==> src/common/light_pkg.sv <==
// Constants shared by the light result register bank and its helpers
`default_nettype none
package light_pkg;

  // ==========================================
  // Field widths
  localparam int SCALE_W = 4;
  localparam int VALUE_W = 20;
  localparam int UPPER_W = 12;
  localparam int LOWER_W = 8;
  localparam int TALLY_W = 4;
  localparam int CHECK_W = 4;
  localparam int WORD_W = 16;
  localparam int BYTE_W = 8;
  localparam int PTR_W_DEFAULT = 8;

  // ==========================================
  // Register offsets (register index on the serial bus)
  localparam logic [7:0] OFS_FIRST_RESULT_HIGH = 8'h00;
  localparam logic [7:0] OFS_FIRST_RESULT_LOW = 8'h01;
  localparam logic [7:0] OFS_SECOND_RESULT_HIGH = 8'h02;
  localparam logic [7:0] OFS_SECOND_RESULT_LOW = 8'h03;
  localparam logic [7:0] OFS_FIRST_BUFFERED_HIGH = 8'h04;
  localparam logic [7:0] OFS_FIRST_BUFFERED_LOW = 8'h05;
  localparam logic [7:0] OFS_SECOND_BUFFERED_HIGH = 8'h06;
  localparam logic [7:0] OFS_SECOND_BUFFERED_LOW = 8'h07;

  // ==========================================
  // Field positions inside a 16-bit word
  localparam int POS_SCALE = 12;
  localparam int POS_UPPER = 0;
  localparam int POS_LOWER = 8;
  localparam int POS_TALLY = 4;
  localparam int POS_CHECK = 0;
  localparam int UPPER_SHIFT = 8;

  // ==========================================
  // Reset and unmapped values
  localparam logic [15:0] RESULT_RESET = 16'h0000;
  localparam logic [7:0] UNMAPPED_BYTE = 8'h00;

endpackage : light_pkg
`default_nettype wire

==> src/common/sample_if.sv <==
// Live and buffered sample fields of one channel
`timescale 1ns/1ps
`default_nettype none
interface sample_if;
  logic [3:0] scale;
  logic [19:0] value;
  logic [3:0] tally;
  logic [3:0] check;
  logic [3:0] buf_scale;
  logic [19:0] buf_value;
  logic [3:0] buf_tally;
  logic [3:0] buf_check;

  modport producer(
    output scale, value, tally, check,
    output buf_scale, buf_value, buf_tally, buf_check
  );
  modport consumer(
    input scale, value, tally, check,
    input buf_scale, buf_value, buf_tally, buf_check
  );
endinterface : sample_if
`default_nettype wire

==> src/hdl/channel_store.sv <==
// Live result and one buffered copy for one channel
`timescale 1ns/1ps
`default_nettype none
module channel_store (
  // Clock and reset
  input wire logic clk,
  input wire logic rst,
  // Conversion results
  input wire logic conv_done,
  input wire logic [3:0] scale_in,
  input wire logic [19:0] value_in,
  // Stored fields
  sample_if.producer smp
);
  // ==========================================
  // Sample storage
  logic [3:0] scale_q, scale_d, tally_q, tally_d, bscale_q, bscale_d;
  logic [3:0] btally_q, btally_d, bcheck_q, bcheck_d, live_check;
  logic [19:0] value_q, value_d, bvalue_q, bvalue_d;

  check_bits u_check (
    .scale(scale_q),
    .value(value_q),
    .tally(tally_q),
    .check(live_check)
  );

  always_comb begin
    scale_d = scale_q;
    value_d = value_q;
    tally_d = tally_q;
    bscale_d = bscale_q;
    bvalue_d = bvalue_q;
    btally_d = btally_q;
    bcheck_d = bcheck_q;
    if (conv_done) begin
      // Whole sample moves in one edge so fields of two samples never mix
      bscale_d = scale_q; // RULE11 RULE17
      bvalue_d = value_q; // RULE11
      btally_d = tally_q; // RULE11
      bcheck_d = live_check; // RULE11
      scale_d = scale_in; // RULE17
      value_d = value_in; // RULE17
      tally_d = tally_q + 4'h1; // RULE5
    end
  end

  always_ff @(posedge clk) begin
    if (rst) begin
      scale_q <= 4'h0; // RULE13
      value_q <= 20'h00000;
      tally_q <= 4'h0;
      bscale_q <= 4'h0;
      bvalue_q <= 20'h00000;
      btally_q <= 4'h0;
      bcheck_q <= 4'h0;
    end else begin
      scale_q <= scale_d;
      value_q <= value_d;
      tally_q <= tally_d;
      bscale_q <= bscale_d;
      bvalue_q <= bvalue_d;
      btally_q <= btally_d;
      bcheck_q <= bcheck_d;
    end
  end

  assign smp.scale = scale_q;
  assign smp.value = value_q;
  assign smp.tally = tally_q;
  assign smp.check = live_check;
  assign smp.buf_scale = bscale_q;
  assign smp.buf_value = bvalue_q;
  assign smp.buf_tally = btally_q;
  assign smp.buf_check = bcheck_q;

  // ==========================================
  // Checks
  a_tally_wraps: assert property (@(posedge clk) disable iff (rst) // RULE5
    conv_done |=> tally_q == 4'($past(tally_q) + 4'h1))
    else $error("sample tally did not advance by one");
  a_tally_hold: assert property (@(posedge clk) disable iff (rst) // RULE5
    !conv_done |=> tally_q == $past(tally_q))
    else $error("sample tally moved without a conversion");
  a_live_update: assert property (@(posedge clk) disable iff (rst) // RULE17
    conv_done |=> scale_q == $past(scale_in) && value_q == $past(value_in))
    else $error("live fields not taken in one edge");
  a_check_top: assert property (@(posedge clk) disable iff (rst) // RULE9
    conv_done |=> live_check[3] ==
      ($past(value_in[3]) ^ $past(value_in[11]) ^ $past(value_in[19])))
    else $error("check bit 3 wrong after conversion");
  a_check_two: assert property (@(posedge clk) disable iff (rst) // RULE8
    conv_done |=> live_check[2] == ($past(value_in[3]) ^ $past(value_in[7])
      ^ $past(value_in[11]) ^ $past(value_in[15]) ^ $past(value_in[19])
      ^ $past(scale_in[3]) ^ tally_q[3]))
    else $error("check bit 2 wrong after conversion");
  a_check_parity: assert property (@(posedge clk) disable iff (rst) // RULE6
    conv_done |=> live_check[0] == ^{$past(scale_in), $past(value_in), tally_q})
    else $error("check bit 0 is not the parity of all fields");
  a_check_one: assert property (@(posedge clk) disable iff (rst) // RULE7
    conv_done |=> live_check[1] == (tally_q[1] ^ tally_q[3] ^ $past(scale_in[1])
      ^ $past(scale_in[3]) ^ ^($past(value_in) & 20'hAAAAA)))
    else $error("check bit 1 wrong after conversion");
  a_buffer_copy: assert property (@(posedge clk) disable iff (rst) // RULE11
    conv_done |=> bvalue_q == $past(value_q) && bcheck_q == $past(live_check))
    else $error("buffered copy is not the previous live sample");
  a_reset_clear: assert property (@(posedge clk) // RULE13
    rst |=> value_q == 20'h00000 && bvalue_q == 20'h00000 && tally_q == 4'h0)
    else $error("result fields not cleared by reset");
endmodule : channel_store
`default_nettype wire

==> src/hdl/check_bits.sv <==
// Four check bits over scale code, 20-bit value and sample tally
`timescale 1ns/1ps
`default_nettype none
module check_bits (
  // Sample fields
  input wire logic [3:0] scale,
  input wire logic [19:0] value,
  input wire logic [3:0] tally,
  // Check result
  output logic [3:0] check
);
  always_comb begin
    check[0] = ^{scale, value, tally}; // RULE6
    check[1] = tally[1] ^ tally[3] ^ value[1] ^ value[3] ^ value[5] ^ value[7] ^ value[9]
             ^ value[11] ^ value[13] ^ value[15] ^ value[17] ^ value[19]
             ^ scale[1] ^ scale[3]; // RULE7
    check[2] = tally[3] ^ value[3] ^ value[7] ^ value[11] ^ value[15] ^ value[19]
             ^ scale[3]; // RULE8
    check[3] = value[3] ^ value[11] ^ value[19]; // RULE9
  end
endmodule : check_bits
`default_nettype wire

==> src/hdl/light_result_register_bank.sv <==
// Read-only result register bank of a two-channel light sensor
//
// Behaviour
// RULE1 - First channel scale code sits in bits 15-12 of register 0.
// RULE2 - First channel upper 12 value bits sit in bits 11-0 of register 0.
// RULE3 - First channel lower 8 value bits sit in bits 15-8 of register 1.
// RULE4 - The 20-bit value is upper part shifted left eight plus lower part.
// RULE5 - A 4-bit sample tally in bits 7-4 advances per conversion and wraps.
// RULE6 - Check bit 0 is the parity of scale, value and tally bits.
// RULE7 - Check bit 1 covers tally 1,3, odd value bits, scale 1,3.
// RULE8 - Check bit 2 covers tally 3, value 3,7,11,15,19, scale 3.
// RULE9 - Check bit 3 covers value bits 3, 11 and 19.
// RULE10 - Second channel uses registers 2 and 3 with identical layout.
// RULE11 - Buffered first channel sample appears at registers 4 and 5.
// RULE12 - Buffered second channel scale and upper bits appear at register 6.
// RULE13 - All result fields are read-only and clear to zero on reset.
// RULE14 - Burst mode advances pointer per two bytes; stop restores original pointer.
// RULE15 - Each register goes out high byte first, then low byte.
// RULE16 - Buffered second channel lower, tally, check appear at register 7.
// RULE17 - High and low fields of a channel update together per conversion.
`timescale 1ns/1ps
`default_nettype none
module light_result_register_bank #(
  parameter int PTR_W = light_pkg::PTR_W_DEFAULT
) (
  // Clock and reset
  input wire logic clk,
  input wire logic rst,
  // First channel conversion results
  input wire logic conv_done_first,
  input wire logic [3:0] scale_in_first,
  input wire logic [19:0] value_in_first,
  // Second channel conversion results
  input wire logic conv_done_second,
  input wire logic [3:0] scale_in_second,
  input wire logic [19:0] value_in_second,
  // Serial engine requests
  input wire logic ptr_load,
  input wire logic [PTR_W-1:0] ptr_value,
  input wire logic byte_take,
  input wire logic stop_seen,
  input wire logic burst_en,
  // Serial engine answers
  output logic [7:0] tx_byte_q,
  output logic tx_valid_q,
  output logic [PTR_W-1:0] ptr_q
);
  // ==========================================
  // Elaboration checks
  // Offsets decode as 8-bit codes; a wider pointer would alias registers above FFh
  if (PTR_W < 4 || PTR_W > 8) begin : g_bad_width
    $error("PTR_W must be 4 to 8 bits");
  end

  // ==========================================
  // Channel storage
  sample_if first_smp ();
  sample_if second_smp ();

  channel_store u_first (
    .clk(clk),
    .rst(rst),
    .conv_done(conv_done_first),
    .scale_in(scale_in_first),
    .value_in(value_in_first),
    .smp(first_smp.producer)
  );

  channel_store u_second (
    .clk(clk),
    .rst(rst),
    .conv_done(conv_done_second),
    .scale_in(scale_in_second),
    .value_in(value_in_second),
    .smp(second_smp.producer)
  ); // RULE10

  // ==========================================
  // Word assembly
  function automatic logic [15:0] high_word(input logic [3:0] s, input logic [19:0] v);
    high_word = light_pkg::RESULT_RESET;
    high_word[light_pkg::POS_SCALE +: light_pkg::SCALE_W] = s; // RULE1
    high_word[light_pkg::POS_UPPER +: light_pkg::UPPER_W] =
      v[light_pkg::UPPER_SHIFT +: light_pkg::UPPER_W]; // RULE2 RULE4
  endfunction : high_word

  function automatic logic [15:0] low_word(input logic [19:0] v, input logic [3:0] t,
                                           input logic [3:0] c);
    low_word = light_pkg::RESULT_RESET;
    low_word[light_pkg::POS_LOWER +: light_pkg::LOWER_W] = v[light_pkg::LOWER_W-1:0]; // RULE3 RULE4
    low_word[light_pkg::POS_TALLY +: light_pkg::TALLY_W] = t; // RULE5
    low_word[light_pkg::POS_CHECK +: light_pkg::CHECK_W] = c; // RULE6
  endfunction : low_word

  logic [15:0] word_sel;
  logic mapped;

  always_comb begin
    word_sel = light_pkg::RESULT_RESET;
    mapped = 1'b1;
    case (8'(ptr_q))
      light_pkg::OFS_FIRST_RESULT_HIGH:
        word_sel = high_word(first_smp.scale, first_smp.value); // RULE1 RULE2
      light_pkg::OFS_FIRST_RESULT_LOW:
        word_sel = low_word(first_smp.value, first_smp.tally, first_smp.check); // RULE3
      light_pkg::OFS_SECOND_RESULT_HIGH:
        word_sel = high_word(second_smp.scale, second_smp.value); // RULE10
      light_pkg::OFS_SECOND_RESULT_LOW:
        word_sel = low_word(second_smp.value, second_smp.tally, second_smp.check); // RULE10
      light_pkg::OFS_FIRST_BUFFERED_HIGH:
        word_sel = high_word(first_smp.buf_scale, first_smp.buf_value); // RULE11
      light_pkg::OFS_FIRST_BUFFERED_LOW:
        word_sel = low_word(first_smp.buf_value, first_smp.buf_tally,
                            first_smp.buf_check); // RULE11
      light_pkg::OFS_SECOND_BUFFERED_HIGH:
        word_sel = high_word(second_smp.buf_scale, second_smp.buf_value); // RULE12
      light_pkg::OFS_SECOND_BUFFERED_LOW:
        word_sel = low_word(second_smp.buf_value, second_smp.buf_tally,
                            second_smp.buf_check); // RULE16
      default: begin
        // Other registers live outside this bank
        mapped = 1'b0;
      end
    endcase
  end

  // ==========================================
  // Read pointer and byte sequencing
  // Writes from the serial engine never reach the result fields: no write path exists.
  logic [PTR_W-1:0] ptr_d, base_q, base_d;
  logic low_next_q, low_next_d;
  logic [7:0] tx_byte_d;
  logic tx_valid_d;

  always_comb begin
    ptr_d = ptr_q;
    base_d = base_q;
    low_next_d = low_next_q;
    tx_byte_d = tx_byte_q;
    tx_valid_d = 1'b0;
    if (ptr_load) begin
      ptr_d = ptr_value;
      base_d = ptr_value;
      low_next_d = 1'b0;
    end else if (stop_seen) begin
      ptr_d = base_q; // RULE14
      low_next_d = 1'b0;
    end else if (byte_take) begin
      tx_valid_d = 1'b1;
      if (!mapped) begin
        tx_byte_d = light_pkg::UNMAPPED_BYTE;
      end else if (low_next_q) begin
        tx_byte_d = word_sel[7:0]; // RULE15
      end else begin
        tx_byte_d = word_sel[15:8]; // RULE15
      end
      low_next_d = !low_next_q;
      if (low_next_q && burst_en) begin
        // Base is kept so a stop can undo every increment of the burst
        ptr_d = ptr_q + PTR_W'(1); // RULE14
      end
    end
  end

  always_ff @(posedge clk) begin
    if (rst) begin
      ptr_q <= '0;
      base_q <= '0;
      low_next_q <= 1'b0;
      tx_byte_q <= 8'h00;
      tx_valid_q <= 1'b0;
    end else begin
      ptr_q <= ptr_d;
      base_q <= base_d;
      low_next_q <= low_next_d;
      tx_byte_q <= tx_byte_d;
      tx_valid_q <= tx_valid_d;
    end
  end

  // ==========================================
  // Checks
  // Last loaded pointer, kept apart from base_q so that a broken restore cannot hide
  logic [PTR_W-1:0] loaded_q, loaded_d;
  logic take_high, take_low;

  assign take_high = byte_take && !ptr_load && !stop_seen && !low_next_q;
  assign take_low = byte_take && !ptr_load && !stop_seen && low_next_q;

  always_comb begin
    loaded_d = loaded_q;
    if (ptr_load) begin
      loaded_d = ptr_value;
    end
  end

  always_ff @(posedge clk) begin
    if (rst) begin
      loaded_q <= '0;
    end else begin
      loaded_q <= loaded_d;
    end
  end

  a_reset_outputs: assert property (@(posedge clk) // RULE13
    rst |=> ptr_q == '0 && !tx_valid_q && tx_byte_q == 8'h00)
    else $error("read port not cleared by reset");

  a_load_pointer: assert property (@(posedge clk) disable iff (rst) // RULE14
    ptr_load |=> ptr_q == $past(ptr_value) && !low_next_q)
    else $error("pointer load not taken");

  a_burst_advance: assert property (@(posedge clk) disable iff (rst) // RULE14
    take_low && burst_en |=> ptr_q == PTR_W'($past(ptr_q) + PTR_W'(1)))
    else $error("burst did not advance pointer after low byte");

  a_no_burst_hold: assert property (@(posedge clk) disable iff (rst) // RULE14
    !ptr_load && !stop_seen && !burst_en |=> ptr_q == $past(ptr_q))
    else $error("pointer moved with burst off");

  a_stop_restore: assert property (@(posedge clk) disable iff (rst) // RULE14
    stop_seen && !ptr_load |=> ptr_q == loaded_q)
    else $error("stop did not restore original pointer");

  a_stop_high: assert property (@(posedge clk) disable iff (rst) // RULE15
    stop_seen && !ptr_load |=> !low_next_q)
    else $error("stop did not return to the high byte");

  a_refused_silent: assert property (@(posedge clk) disable iff (rst) // RULE15
    ptr_load || stop_seen || !byte_take |=> !tx_valid_q)
    else $error("byte answered without a valid take");

  a_high_first: assert property (@(posedge clk) disable iff (rst) // RULE15
    take_high && mapped |=> tx_valid_q && tx_byte_q == $past(word_sel[15:8]))
    else $error("high byte not sent first");

  a_low_second: assert property (@(posedge clk) disable iff (rst) // RULE15
    take_low && mapped |=> tx_valid_q && tx_byte_q == $past(word_sel[7:0]))
    else $error("low byte not sent second");

  a_first_layout: assert property (@(posedge clk) disable iff (rst) // RULE1
    take_high && ptr_q == PTR_W'(light_pkg::OFS_FIRST_RESULT_HIGH)
      |=> tx_byte_q == {$past(first_smp.scale), $past(first_smp.value[19:16])})
    else $error("register 0 high byte layout wrong");

  a_first_upper: assert property (@(posedge clk) disable iff (rst) // RULE2 RULE4
    take_low && ptr_q == PTR_W'(light_pkg::OFS_FIRST_RESULT_HIGH)
      |=> tx_byte_q == $past(first_smp.value[15:8]))
    else $error("register 0 low byte layout wrong");

  a_first_lower: assert property (@(posedge clk) disable iff (rst) // RULE3 RULE4
    take_high && ptr_q == PTR_W'(light_pkg::OFS_FIRST_RESULT_LOW)
      |=> tx_byte_q == $past(first_smp.value[7:0]))
    else $error("register 1 high byte layout wrong");

  a_first_tally: assert property (@(posedge clk) disable iff (rst) // RULE5 RULE6
    take_low && ptr_q == PTR_W'(light_pkg::OFS_FIRST_RESULT_LOW)
      |=> tx_byte_q == {$past(first_smp.tally), $past(first_smp.check)})
    else $error("register 1 low byte layout wrong");

  a_second_layout: assert property (@(posedge clk) disable iff (rst) // RULE10
    take_high && ptr_q == PTR_W'(light_pkg::OFS_SECOND_RESULT_HIGH)
      |=> tx_byte_q == {$past(second_smp.scale), $past(second_smp.value[19:16])})
    else $error("register 2 high byte layout wrong");

  a_second_upper: assert property (@(posedge clk) disable iff (rst) // RULE10
    take_low && ptr_q == PTR_W'(light_pkg::OFS_SECOND_RESULT_HIGH)
      |=> tx_byte_q == $past(second_smp.value[15:8]))
    else $error("register 2 low byte layout wrong");

  a_second_lower: assert property (@(posedge clk) disable iff (rst) // RULE10
    take_high && ptr_q == PTR_W'(light_pkg::OFS_SECOND_RESULT_LOW)
      |=> tx_byte_q == $past(second_smp.value[7:0]))
    else $error("register 3 high byte layout wrong");

  a_second_tally: assert property (@(posedge clk) disable iff (rst) // RULE10
    take_low && ptr_q == PTR_W'(light_pkg::OFS_SECOND_RESULT_LOW)
      |=> tx_byte_q == {$past(second_smp.tally), $past(second_smp.check)})
    else $error("register 3 low byte layout wrong");

  a_first_buffered: assert property (@(posedge clk) disable iff (rst) // RULE11
    take_high && ptr_q == PTR_W'(light_pkg::OFS_FIRST_BUFFERED_HIGH)
      |=> tx_byte_q == {$past(first_smp.buf_scale), $past(first_smp.buf_value[19:16])})
    else $error("register 4 high byte layout wrong");

  a_buffered_upper: assert property (@(posedge clk) disable iff (rst) // RULE11
    take_low && ptr_q == PTR_W'(light_pkg::OFS_FIRST_BUFFERED_HIGH)
      |=> tx_byte_q == $past(first_smp.buf_value[15:8]))
    else $error("register 4 low byte layout wrong");

  a_buffered_tally: assert property (@(posedge clk) disable iff (rst) // RULE11
    take_low && ptr_q == PTR_W'(light_pkg::OFS_FIRST_BUFFERED_LOW)
      |=> tx_byte_q == {$past(first_smp.buf_tally), $past(first_smp.buf_check)})
    else $error("register 5 low byte layout wrong");

  a_second_buffered: assert property (@(posedge clk) disable iff (rst) // RULE12
    take_high && ptr_q == PTR_W'(light_pkg::OFS_SECOND_BUFFERED_HIGH)
      |=> tx_byte_q == {$past(second_smp.buf_scale), $past(second_smp.buf_value[19:16])})
    else $error("register 6 high byte layout wrong");

  a_buffer_lower: assert property (@(posedge clk) disable iff (rst) // RULE16
    take_high && ptr_q == PTR_W'(light_pkg::OFS_SECOND_BUFFERED_LOW)
      |=> tx_byte_q == $past(second_smp.buf_value[7:0]))
    else $error("register 7 high byte layout wrong");

  a_buffer_layout: assert property (@(posedge clk) disable iff (rst) // RULE16
    take_low && ptr_q == PTR_W'(light_pkg::OFS_SECOND_BUFFERED_LOW)
      |=> tx_byte_q == {$past(second_smp.buf_tally), $past(second_smp.buf_check)})
    else $error("register 7 low byte layout wrong");
endmodule : light_result_register_bank
`default_nettype wire
==> config.mk <==
export PLATFORM = sky130hd
export DESIGN_NAME = light_result_register_bank
export DESIGN_NICKNAME = d
export VERILOG_FILES = /design/src/common/light_pkg.sv /design/src/common/sample_if.sv /design/src/hdl/channel_store.sv /design/src/hdl/check_bits.sv /design/src/hdl/light_result_register_bank.sv
export SDC_FILE = /design/constraint.sdc
export NUM_CORES = 1
export LEC_CHECK = 0
export ABC_AREA = 1
export BUFFER_PORTS_ARGS = -buffer_cell sky130_fd_sc_hd__buf_2
export CAP_MARGIN = 15
export CORE_ASPECT_RATIO = 0.7
export CORE_UTILIZATION = 30
export CTS_CLUSTER_DIAMETER = 50
export DETAILED_ROUTE_END_ITERATION = 8
export SYNTH_ARGS = -nofsm -noshare
export SYNTH_HDL_FRONTEND = slang
export SYNTH_SLANG_ARGS = --single-unit
export TNS_END_PERCENT = 30
==> constraint.sdc <==
create_clock -name clk -period 3.4 [get_ports clk]
set_clock_uncertainty 0.05 [all_clocks]
set_input_delay 0.68 -clock clk [delete_from_list [all_inputs] [get_ports clk]]
set_output_delay 0.68 -clock clk [all_outputs]
set_load 0.01 [all_outputs]
[Word level (Yosys, flattened, before mapping)]
Index checks and enable logic that the tools add are counted.
Storage, ports and cells
  bits of input ports: 64
  bits in latches: 0
  bits in read-only memories: 0
  memories kept: 0
  bits in registers: 146
  logic and storage cells: 93
  RAM bits: 0
Cells by class
  reductions and logical operators: 11
  div/mod/pow operators: 0
  magnitude comparators: 0
  shifts and indexed selects: 0
  multipliers: 0
  eq/ne operators: 7
  bitwise gates (word level): 44
  add/subtract/negate cells: 3
  muxes and demuxes: 9
Operators with widths (count)
  16-bit case mux with 8 select lines: 1
  28-bit parity: 2
  8-bit two-way mux: 6
  1-bit bitwise XOR: 42
  8-bit by 3-bit equality test with 1-bit output (second input constant): 4
  8-bit by 2-bit equality test with 1-bit output (second input constant): 2
  4-bit by 1-bit adder with 4-bit output (second input constant): 2
  8-bit by 1-bit adder with 8-bit output (second input constant): 1
  8-bit by 1-bit equality test with 1-bit output (second input constant): 1
  8-bit logical NOT: 1
  8-bit OR reduction: 1
  3-bit nonzero test: 2
  3-bit AND reduction: 1
  3-bit OR reduction: 1
  1-bit two-way mux: 2
  1-bit NOT: 2
  2-bit AND reduction: 1
  1-bit logical AND: 1
  1-bit logical NOT: 1

[Depth between registers and ports, before layout]
Gate-level depths: netlist of the first run.
  word-level depth: 16
  gate-level depth with buffers: 16
  depth with buffers taken out: 16

[By module]
A second synthesis of the first run with hierarchy kept.
Second synthesis, totals
  cells, all modules: 1327
  area, all modules: 8453.1 µm²
By module, submodules not included
  channel_store: cells each 265, sequential area each 1201.2 µm², area each 2120.8 µm², instances 2
  light_result_register_bank: cells each 419, sequential area each 520.5 µm², area each 2552.4 µm², instances 1
  check_bits: cells each 189, sequential area each 0.0 µm², area each 829.5 µm², instances 2

[Worst setup path after synthesis of the first run]
Ideal clock, no wire load.
  kind: input port to flip-flop
  start point: input ptr_load
  end point: register tx_byte_q[0]
  setup time: 0.067 ns
  setup slack: 1.519 ns
  cell stages on the path: 8
  arrival time: 1.764 ns
  cells stage by stage: buf_2 -> nor2_1 -> nand2_1 -> inv_1 -> o21ai_0 -> a21oi_1 -> nand2_1 -> a21oi_2
On the way
  word-level cells in the longest chain between the ends: 2
Ends and longest elaborated chain
  start: declaration: RTL line light_result_register_bank.sv:38  | input wire logic ptr_load,
  1-bit NOT (no line)
  3-bit AND reduction (no line)
  end signal: assignment: RTL line light_result_register_bank.sv:176  | tx_byte_q <= tx_byte_d;
  end: declaration: RTL line light_result_register_bank.sv:44  | output logic [7:0] tx_byte_q,
Every way passes these cells.
A chain may end at the register's enable or synchronous reset.

[Final worst setup path of the first run]
  start point: register ptr_q[0]
  end point: register tx_byte_q[3]
On the way
  word-level cells in the longest chain between the ends: 4
Ends and longest elaborated chain
  start: declaration: RTL line light_result_register_bank.sv:46  | output logic [PTR_W-1:0] ptr_q
  start signal: assignment: RTL line light_result_register_bank.sv:173  | ptr_q <= ptr_d;
  8-bit by 3-bit equality test with 1-bit output, or another cell as far along: RTL line light_result_register_bank.sv:101  | case (8'(ptr_q))
  16-bit case mux with 8 select lines or 8-bit OR reduction (tied branches)
  8-bit two-way mux or 1-bit two-way mux (tied branches): RTL line light_result_register_bank.sv:152, light_result_register_bank.sv:101
  8-bit two-way mux *: RTL line light_result_register_bank.sv:150  | if (!mapped) begin
Mark *: on every way between the ends. The rest lies on a longest branch, timed or not.

==> impl_metrics.csv, run 1 <==
group,metric,value,unit
setup_path,worst-path-max-fanout,14,
yosys,synthCells,1191,
clocking,ctsHoldBuffers,0,
power,peakVddDrop,0.342,mV
clocking,clockRootBuffer,"clkbuf_16",
yosys,syn-cell-area,0.00783,sq mm
yosys,synth_nets,1261,
place,placed_cells,1556,
timing,tightest_slew,0.784,ns
clocking,postCtsSetupBuffers,0,
yosys,yosys_warnings,0,
timing,rsz0062_at_grt,"no",
route,firstDrtPassIters,5,
final_layout,seqCellArea,0.00292,sq mm
power,p_leak,4.08,nW
clocking,cts_htree_levels,4,
clocking,cts_sinks,146,
worst_hold_path,hold_class,"in -> reg",
clocking,ctsLongestPathBuffers,2,
final_layout,nets,1314,
timing,maxSlewViolCount,0,
outcome,status,"finished, final reports clean",
final_layout,drive_gt1_frac,0.117,
final_layout,syn_to_final_growth,16.0,%
floorplan,die_y,137,um
global_routing,grt_max_degree,66,
global_routing,overflow,0,
final_layout,fin_util,0.354,
yosys,synth_seq_cells,146,
yosys,synth-seq-area-share,0.373,
clocking,cts_made_buffers,17,
final_layout,fillers,2723,
route,wl,25200,um
timing,fmax,404,MHz
timing,fin_setup_tns,0,ns
floorplan,row_count,49,
place,portBuffers,80,
floorplan,ioPinCount,81,
setup_path,required,3.66,ns
setup_path,cp.arrival,2.74,ns
route,drt_iter0_markers,641,
final_layout,stdcell_area,0.00908,sq mm
place,gp_congestion,0.930,
global_routing,track_usage,0.194,
floorplan,core_area,0.0256,sq mm
power,power.total,0.00472,W
timing,min_period,2.48,ns
floorplan,start_util,0.306,
yosys,ys_types,36,
route,vias,7855,
global_routing,grt_pass1_vias,7202,
floorplan,die-width,195,um
route,avgViaCountPerCell,4.94,
setup_path,end_kind,"flop",
floorplan,die_area,0.0268,sq mm
yosys,synth_top_area_frac,0.373,
route,detail-route-antenna-nets,0,
run,cap_viol_max_count,0,
timing,post-route-period-util,0.728,
setup_path,path_class,"reg -> reg",
power,powerDensity,520,mW/mm^2
timing,slew_headroom,0.476,
clocking,cts_resized,0,
timing,finalHoldViolCount,0,
clocking,clk_pin_slew,0.07,ns
yosys,synth.area.top_cells,"dfxtp_1 37%, nand2_1 18%, a21oi_1 9.5%",
global_routing,grt_antenna_before_repair,2,
route,wl_per_cell,15.8,um
clocking,cts_tree,"built",
clocking,clock_latency,0.44,ns
place,hpwl,18900,um
route,drc_errors,0,
yosys,postSynthAreaPerCell,6.58,sq um
final_layout,multi_input_area,0.00425,sq mm
place,placed_area,0.00848,sq mm
final_layout,instances_no_fill,1589,
setup_path,startpoint_type,"flop",
yosys,synth.largest_area_cell,"dfxtp_1",
global_routing,grt_pass1_wl,39700,um
timing,final-setup-viol-count,0,
-- placed cells by master (no fill, tap or decap), types with 21 or more instances in the layout --
cell type / count
dfxtp_1: 146
nand3_1: 47
a21oi_1: 148
o21ai_0: 140
nand2_1: 385
nor2_1: 58
buf_2: 80
xnor2_1: 24
xor2_1: 21
inv_1: 91
-- state kept, by name, indices dropped and copies added (netlist names), 8 cells and up --
| register | count |
|---|---|
| u_second.smp.value | 20 |
| tx_byte_q | 8 |
| base_q | 8 |
| u_first.smp.value | 20 |
| ptr_q | 8 |
| u_first.smp.buf_value | 20 |
| u_second.smp.buf_value | 20 |
-- worst max-delay path, cell delays in order, from the launching register on --
cell	delay [ns]
dfxtp_1	0.43
inv_1	0.11
ha_1	0.21
inv_1	0.12
nor2_1	0.06
nand2_1	0.46
inv_1	0.19
nand2_1	0.10
o21ai_0	0.12
a21oi_1	0.14
nand3b_1	0.11
nand3_1	0.16
a21oi_1	0.08
-- synthesized netlist by cell type --
cell / count
nand2_1: 385
clkbuf_2: 1
clkbuf_1: 35
nor2_1: 58
nand3_2: 1
nand2_2: 2
nor3_4: 5
nor4_1: 3
buf_6: 4
dfxtp_1: 146
a31oi_1: 8
buf_2: 10
nand3b_1: 2
nor3_2: 1
xnor2_1: 24
a21o_1: 1
o22ai_1: 5
buf_4: 4
nor3_1: 3
nand3_1: 47
o21ai_0: 140
xor2_1: 21
o21ai_1: 3
o211ai_1: 9
nand4_4: 1
a21oi_2: 1
buf_1: 5
a211oi_1: 2
ha_1: 6
a21oi_1: 148
inv_2: 5
or2_2: 5
clkinv_1: 3
inv_1: 92
o2bb2ai_1: 1
nand4_1: 4
-- logic make-up after synthesis --
group,synth area share
DFF,0.373
and+or+nand+nor,0.273
AOI/OAI and AO/OA,0.210
buffers and inverters,0.0837
xor gates and xnor gates,0.0503
adders and majority gates,0.00959
-- power breakdown --
part,internal (W),total (W),switching (W),leakage (nW)
Combinational,0.000287,0.000828,0.000541,2.59
Sequential,0.00183,0.00194,0.000116,1.21
Clock,0.00113,0.00195,0.000822,0.283
-- metal layers --
layer | vias to the layer above | track usage | routed length, um
met1 | 3583 | 0.288 | 12900
met2 | 256 | 0.277 | 10200
met3 | 18 | 0.0475 | 1790
met4 | 2 | 0.0459 | 223
li1 | 3996 | - | -
met5 | - | 0 | 12
-- final timing paths --
| kind | cells after the start | end | start | slack (ns) |
|---|---|---|---|---|
| min | 3 | u_first.smp.scale[3] | scale_in_first[3] | 0.41 |
| max | 12 | tx_byte_q[3] | ptr_q[0] | 0.92 |
| max reg2reg | 12 | tx_byte_q[3] | ptr_q[0] | 0.92 |
| min reg2reg | 2 | u_first.smp.buf_tally[1] | u_first.smp.buf_tally[1] | 0.42 |
-- final cells by class --
class | count | share of cell area
well taps | 331 | 0.0456
clock inverters | 13 | 0.0167
clock buffers | 19 | 0.0499
inverters | 100 | 0.0413
diodes | 1 | 0.000276
flip-flops and latches | 146 | 0.322
multi-input cells | 886 | 0.468
repair buffers | 93 | 0.0562
-- per-stage QoR --
stage	hold slack, ns	worst slack [ns]
after global placement	0.406	1.05
after floorplan	0.391	1.52
after CTS	0.399	0.998
final	0.410	0.924
after detailed placement	0.410	1.02
after global routing	0.422	0.723
(Power assumes the default switching activity.)
==> run 2: changes to the inputs <==
Settings changed: ABC_AREA 1 to 0.
Clock period 3.4 ns to 2.1 ns, I/O delays scaled along.
==> run 2 against run 1 <==
The flow now finishes with violations (setup timing). Largest cell class unchanged. Fmax rose by 17%. Sequential cell count did not move. Hold slack got worse by 0.23 ns. Critical path type unchanged. Sequential power rose by 57%. Sequential share of layout area rose by 0.53 points. Critical path depth fell by 5. Cell area fell by 1.4%.
==> impl_metrics.csv, run 2 <==
group,metric,value,unit
power,power.total,0.00764,W
yosys,synth_top_area_frac,0.425,
yosys,yosys_warnings,0,
power,powerDensity,854,mW/mm^2
global_routing,grt_pass1_wl,30900,um
final_layout,fin_util,0.406,
route,wl_per_cell,16.8,um
global_routing,grt_pass1_vias,5237,
setup_path,slowest_delay,0.50,ns
setup_path,timing.rr.end,"tx_byte_q[0]",
worst_hold_path,hold_class,"in -> reg",
route,vias,5796,
route,avgViaCountPerCell,4.87,
final_layout,syn_to_final_growth,30.1,%
setup_path,worstReg2RegStart,"u_second.smp.tally[0]",
yosys,synth-seq-area-share,0.425,
floorplan,die_y,129,um
timing,tightest_slew,0.516,ns
yosys,synth.largest_area_cell,"dfxtp_1",
final_layout,final_common_cell,"nor2_1",
route,wl,20000,um
place,hpwl,14900,um
route,detail-route-antenna-nets,0,
final_layout,nets,944,
outcome,violations,"setup timing",
timing,rsz0062_at_grt,"yes",
clocking,ctsLongestPathBuffers,2,
setup_path,crit_cells,7,
global_routing,track_usage,0.176,
yosys,synth_async_sr_flop_share,0,
timing,finalHoldViolCount,0,
setup_path,cp.buffers_inverters,0,
timing,setup_ws,-0.00762,ns
floorplan,core_area,0.0221,sq mm
setup_path,required,2.35,ns
yosys,synth_common_cells,"146 x dfxtp_1, 145 x nor2_1, 126 x mux2i_1",
final_layout,fillers,2234,
yosys,synth_most_common_cell,"dfxtp_1",
global_routing,grt_antenna_before_repair,0,
timing,slew_headroom,0.656,
global_routing,gr-usage-met3,0.0541,
yosys,synth_edf_count,0,
global_routing,met1_usage,0.293,
floorplan,ioPinCount,81,
yosys,synth.area.top_cells,"dfxtp_1 42%, mux2i_1 18%, nor2_1 7.9%",
clocking,cts_tree,"built",
timing,post-route-period-util,1.00,
yosys,syn-cell-area,0.00688,sq mm
clocking,clock_latency,0.43,ns
place,placed_cells,1160,
place,gp_congestion,0.871,
clocking,cts_htree_levels,4,
timing,fmax,474,MHz
yosys,synth_seq_cells,146,
floorplan,start_util,0.312,
setup_path,ff2ff_setup_slack,-0.008,ns
setup_path,cp.arrival,2.35,ns
global_routing,grt_max_degree,46,
yosys,synthCells,729,
place,portBuffers,80,
route,drc_errors,0,
run,cap_viol_max_count,0,
clocking,clockRootBuffer,"clkbuf_16",
setup_path,worst-path-max-fanout,2,
route,drt_iter0_markers,503,
setup_path,path_class,"reg -> reg",
setup_path,r2r_cells,7,
final_layout,drive_gt1_frac,0.264,
yosys,synth_nets,799,
floorplan,die-width,183,um
timing,final-setup-viol-count,1,
yosys,ys_types,45,
final_layout,mostFrequentLayoutCells,"145 x nor2_1, 144 x dfxtp_1, 126 x mux2i_1",
power,p_leak,3.96,nW
power,peakVddDrop,0.536,mV
yosys,postSynthAreaPerCell,9.44,sq um
setup_path,startpoint,"u_second.smp.tally[0]",
setup_path,cp_slowest_cell,"xnor3_2",
timing,min_period,2.11,ns
global_routing,grt_util_met2,0.202,
floorplan,die_area,0.0236,sq mm
yosys,synth-main-ff-cell,"dfxtp_1",
setup_path,cp_cell_sequence,"ha_1, xnor2_1, xnor2_1, xnor2_1, xnor3_2, a221oi_2, a211oi_1",
setup_path,crit_top_cell,"xnor2_1",
timing,maxSlewViolCount,0,
global_routing,top_usage_layer,"met1",
route,firstDrtPassIters,5,
final_layout,antenna_cells,0,
global_routing,overflow,0,
clocking,cts_sinks,146,
final_layout,instances_no_fill,1191,
outcome,status,"finished with violations",
setup_path,critical_path.endpoint,"tx_byte_q[0]",
clocking,clk_pin_slew,0.06,ns
floorplan,row_count,45,
setup_path,path_delay_family,"XOR/XNOR gates",
setup_path,end_kind,"flop",
clocking,cts_made_buffers,17,
setup_path,startpoint_type,"flop",
## run 2: cell types whose count changed after synthesis, sizes merged, moves of 8 or more
| cell | change |
|---|---|
| a221oi | +8 |
| nand2 | -355 |
| nor2 | +87 |
| xnor3 | +8 |
| mux2i | +126 |
| o21ai | -134 |
| a22oi | +28 |
| buf | -11 |
| a222oi | +9 |
| a21oi | -126 |
| nand3 | -30 |
| inv | -94 |
| xnor2 | +16 |
## run 2: worst min-delay path, delay by kind of cell
kind / cells / cell delay, ns
and+or+nand+nor: 1 / 0.07
buffers and inverters: 1 / 0.08
muxes: 1 / 0.05
## run 2: kinds of logic after synthesis
| kind of cell | count (synthesis) | synth area share |
|---|---|---|
| mux | 130 | 0.190 |
| compound gates | 106 | 0.111 |
| simple gates | 221 | 0.135 |
| xor+xnor | 62 | 0.0965 |
| buf+inv | 58 | 0.0316 |
| fa+ha+maj | 6 | 0.0109 |
| flops | 146 | 0.425 |
## run 2: worst min path at each step
stage                                   from                     to  slack (ns)  cells past startpoint
after floorplan                    base_q[2]              base_q[2]        0.40                      2
after global placement          tx_byte_q[4]           tx_byte_q[4]        0.40                      2
after detailed placement        tx_byte_q[4]           tx_byte_q[4]        0.40                      2
after CTS                 value_in_second[9]  u_second.smp.value[9]        0.16                      3
after global routing       scale_in_first[1]   u_first.smp.scale[1]        0.17                      3
final                     value_in_first[19]  u_first.smp.value[19]        0.18                      3
## run 2: what timing repair did
item,in CTS,in global routing
cloned,0,0
endpoints found under the setup margin,5,10
gates resized for setup,2,13
hold endpoints to repair,0,0
buffers inserted,0,0
hold buffers,0,0
pin swaps,2,5
## run 2: per-layer routing
layer	routed length (um)	part of all wire
met5	0	0
met4	168	0.0084
met3	1550	0.078
met2	6910	0.35
met1	11400	0.57
## run 2: cell type report
type | count | area, sq um | share of cell area
multi-input cells | 525 | 3800 | 0.425
flip-flops and latches | 146 | 2930 | 0.327
repair buffers | 181 | 1250 | 0.140
clock buffers | 21 | 470 | 0.0526
well taps | 305 | 382 | 0.0426
clock inverters | 10 | 109 | 0.0122
inverters | 3 | 11.3 | 0.00126
## run 2: where the power goes
part           leakage (nW)  switching, W  internal [W]
sequential             1.20      0.000119       0.00294
combinational          2.48      0.000795      0.000793
clock                 0.284       0.00117       0.00183
total                  3.96       0.00209       0.00555
## run 2: metrics by stage
stage          hold WS (ns)  setup slack (ns)  instance area (sq um)  setup TNS (ns)
6_report              0.180          -0.00762                   8950        -0.00762
5_1_grt               0.173            -0.125                   8950          -0.145
4_1_cts               0.163           -0.0301                   8890         -0.0301
3_5_place_dp          0.405           -0.0884                   8310          -0.205
3_3_place_gp          0.395           -0.0490                   8310         -0.0490
2_1_floorplan         0.401           -0.0271                   6890         -0.0271
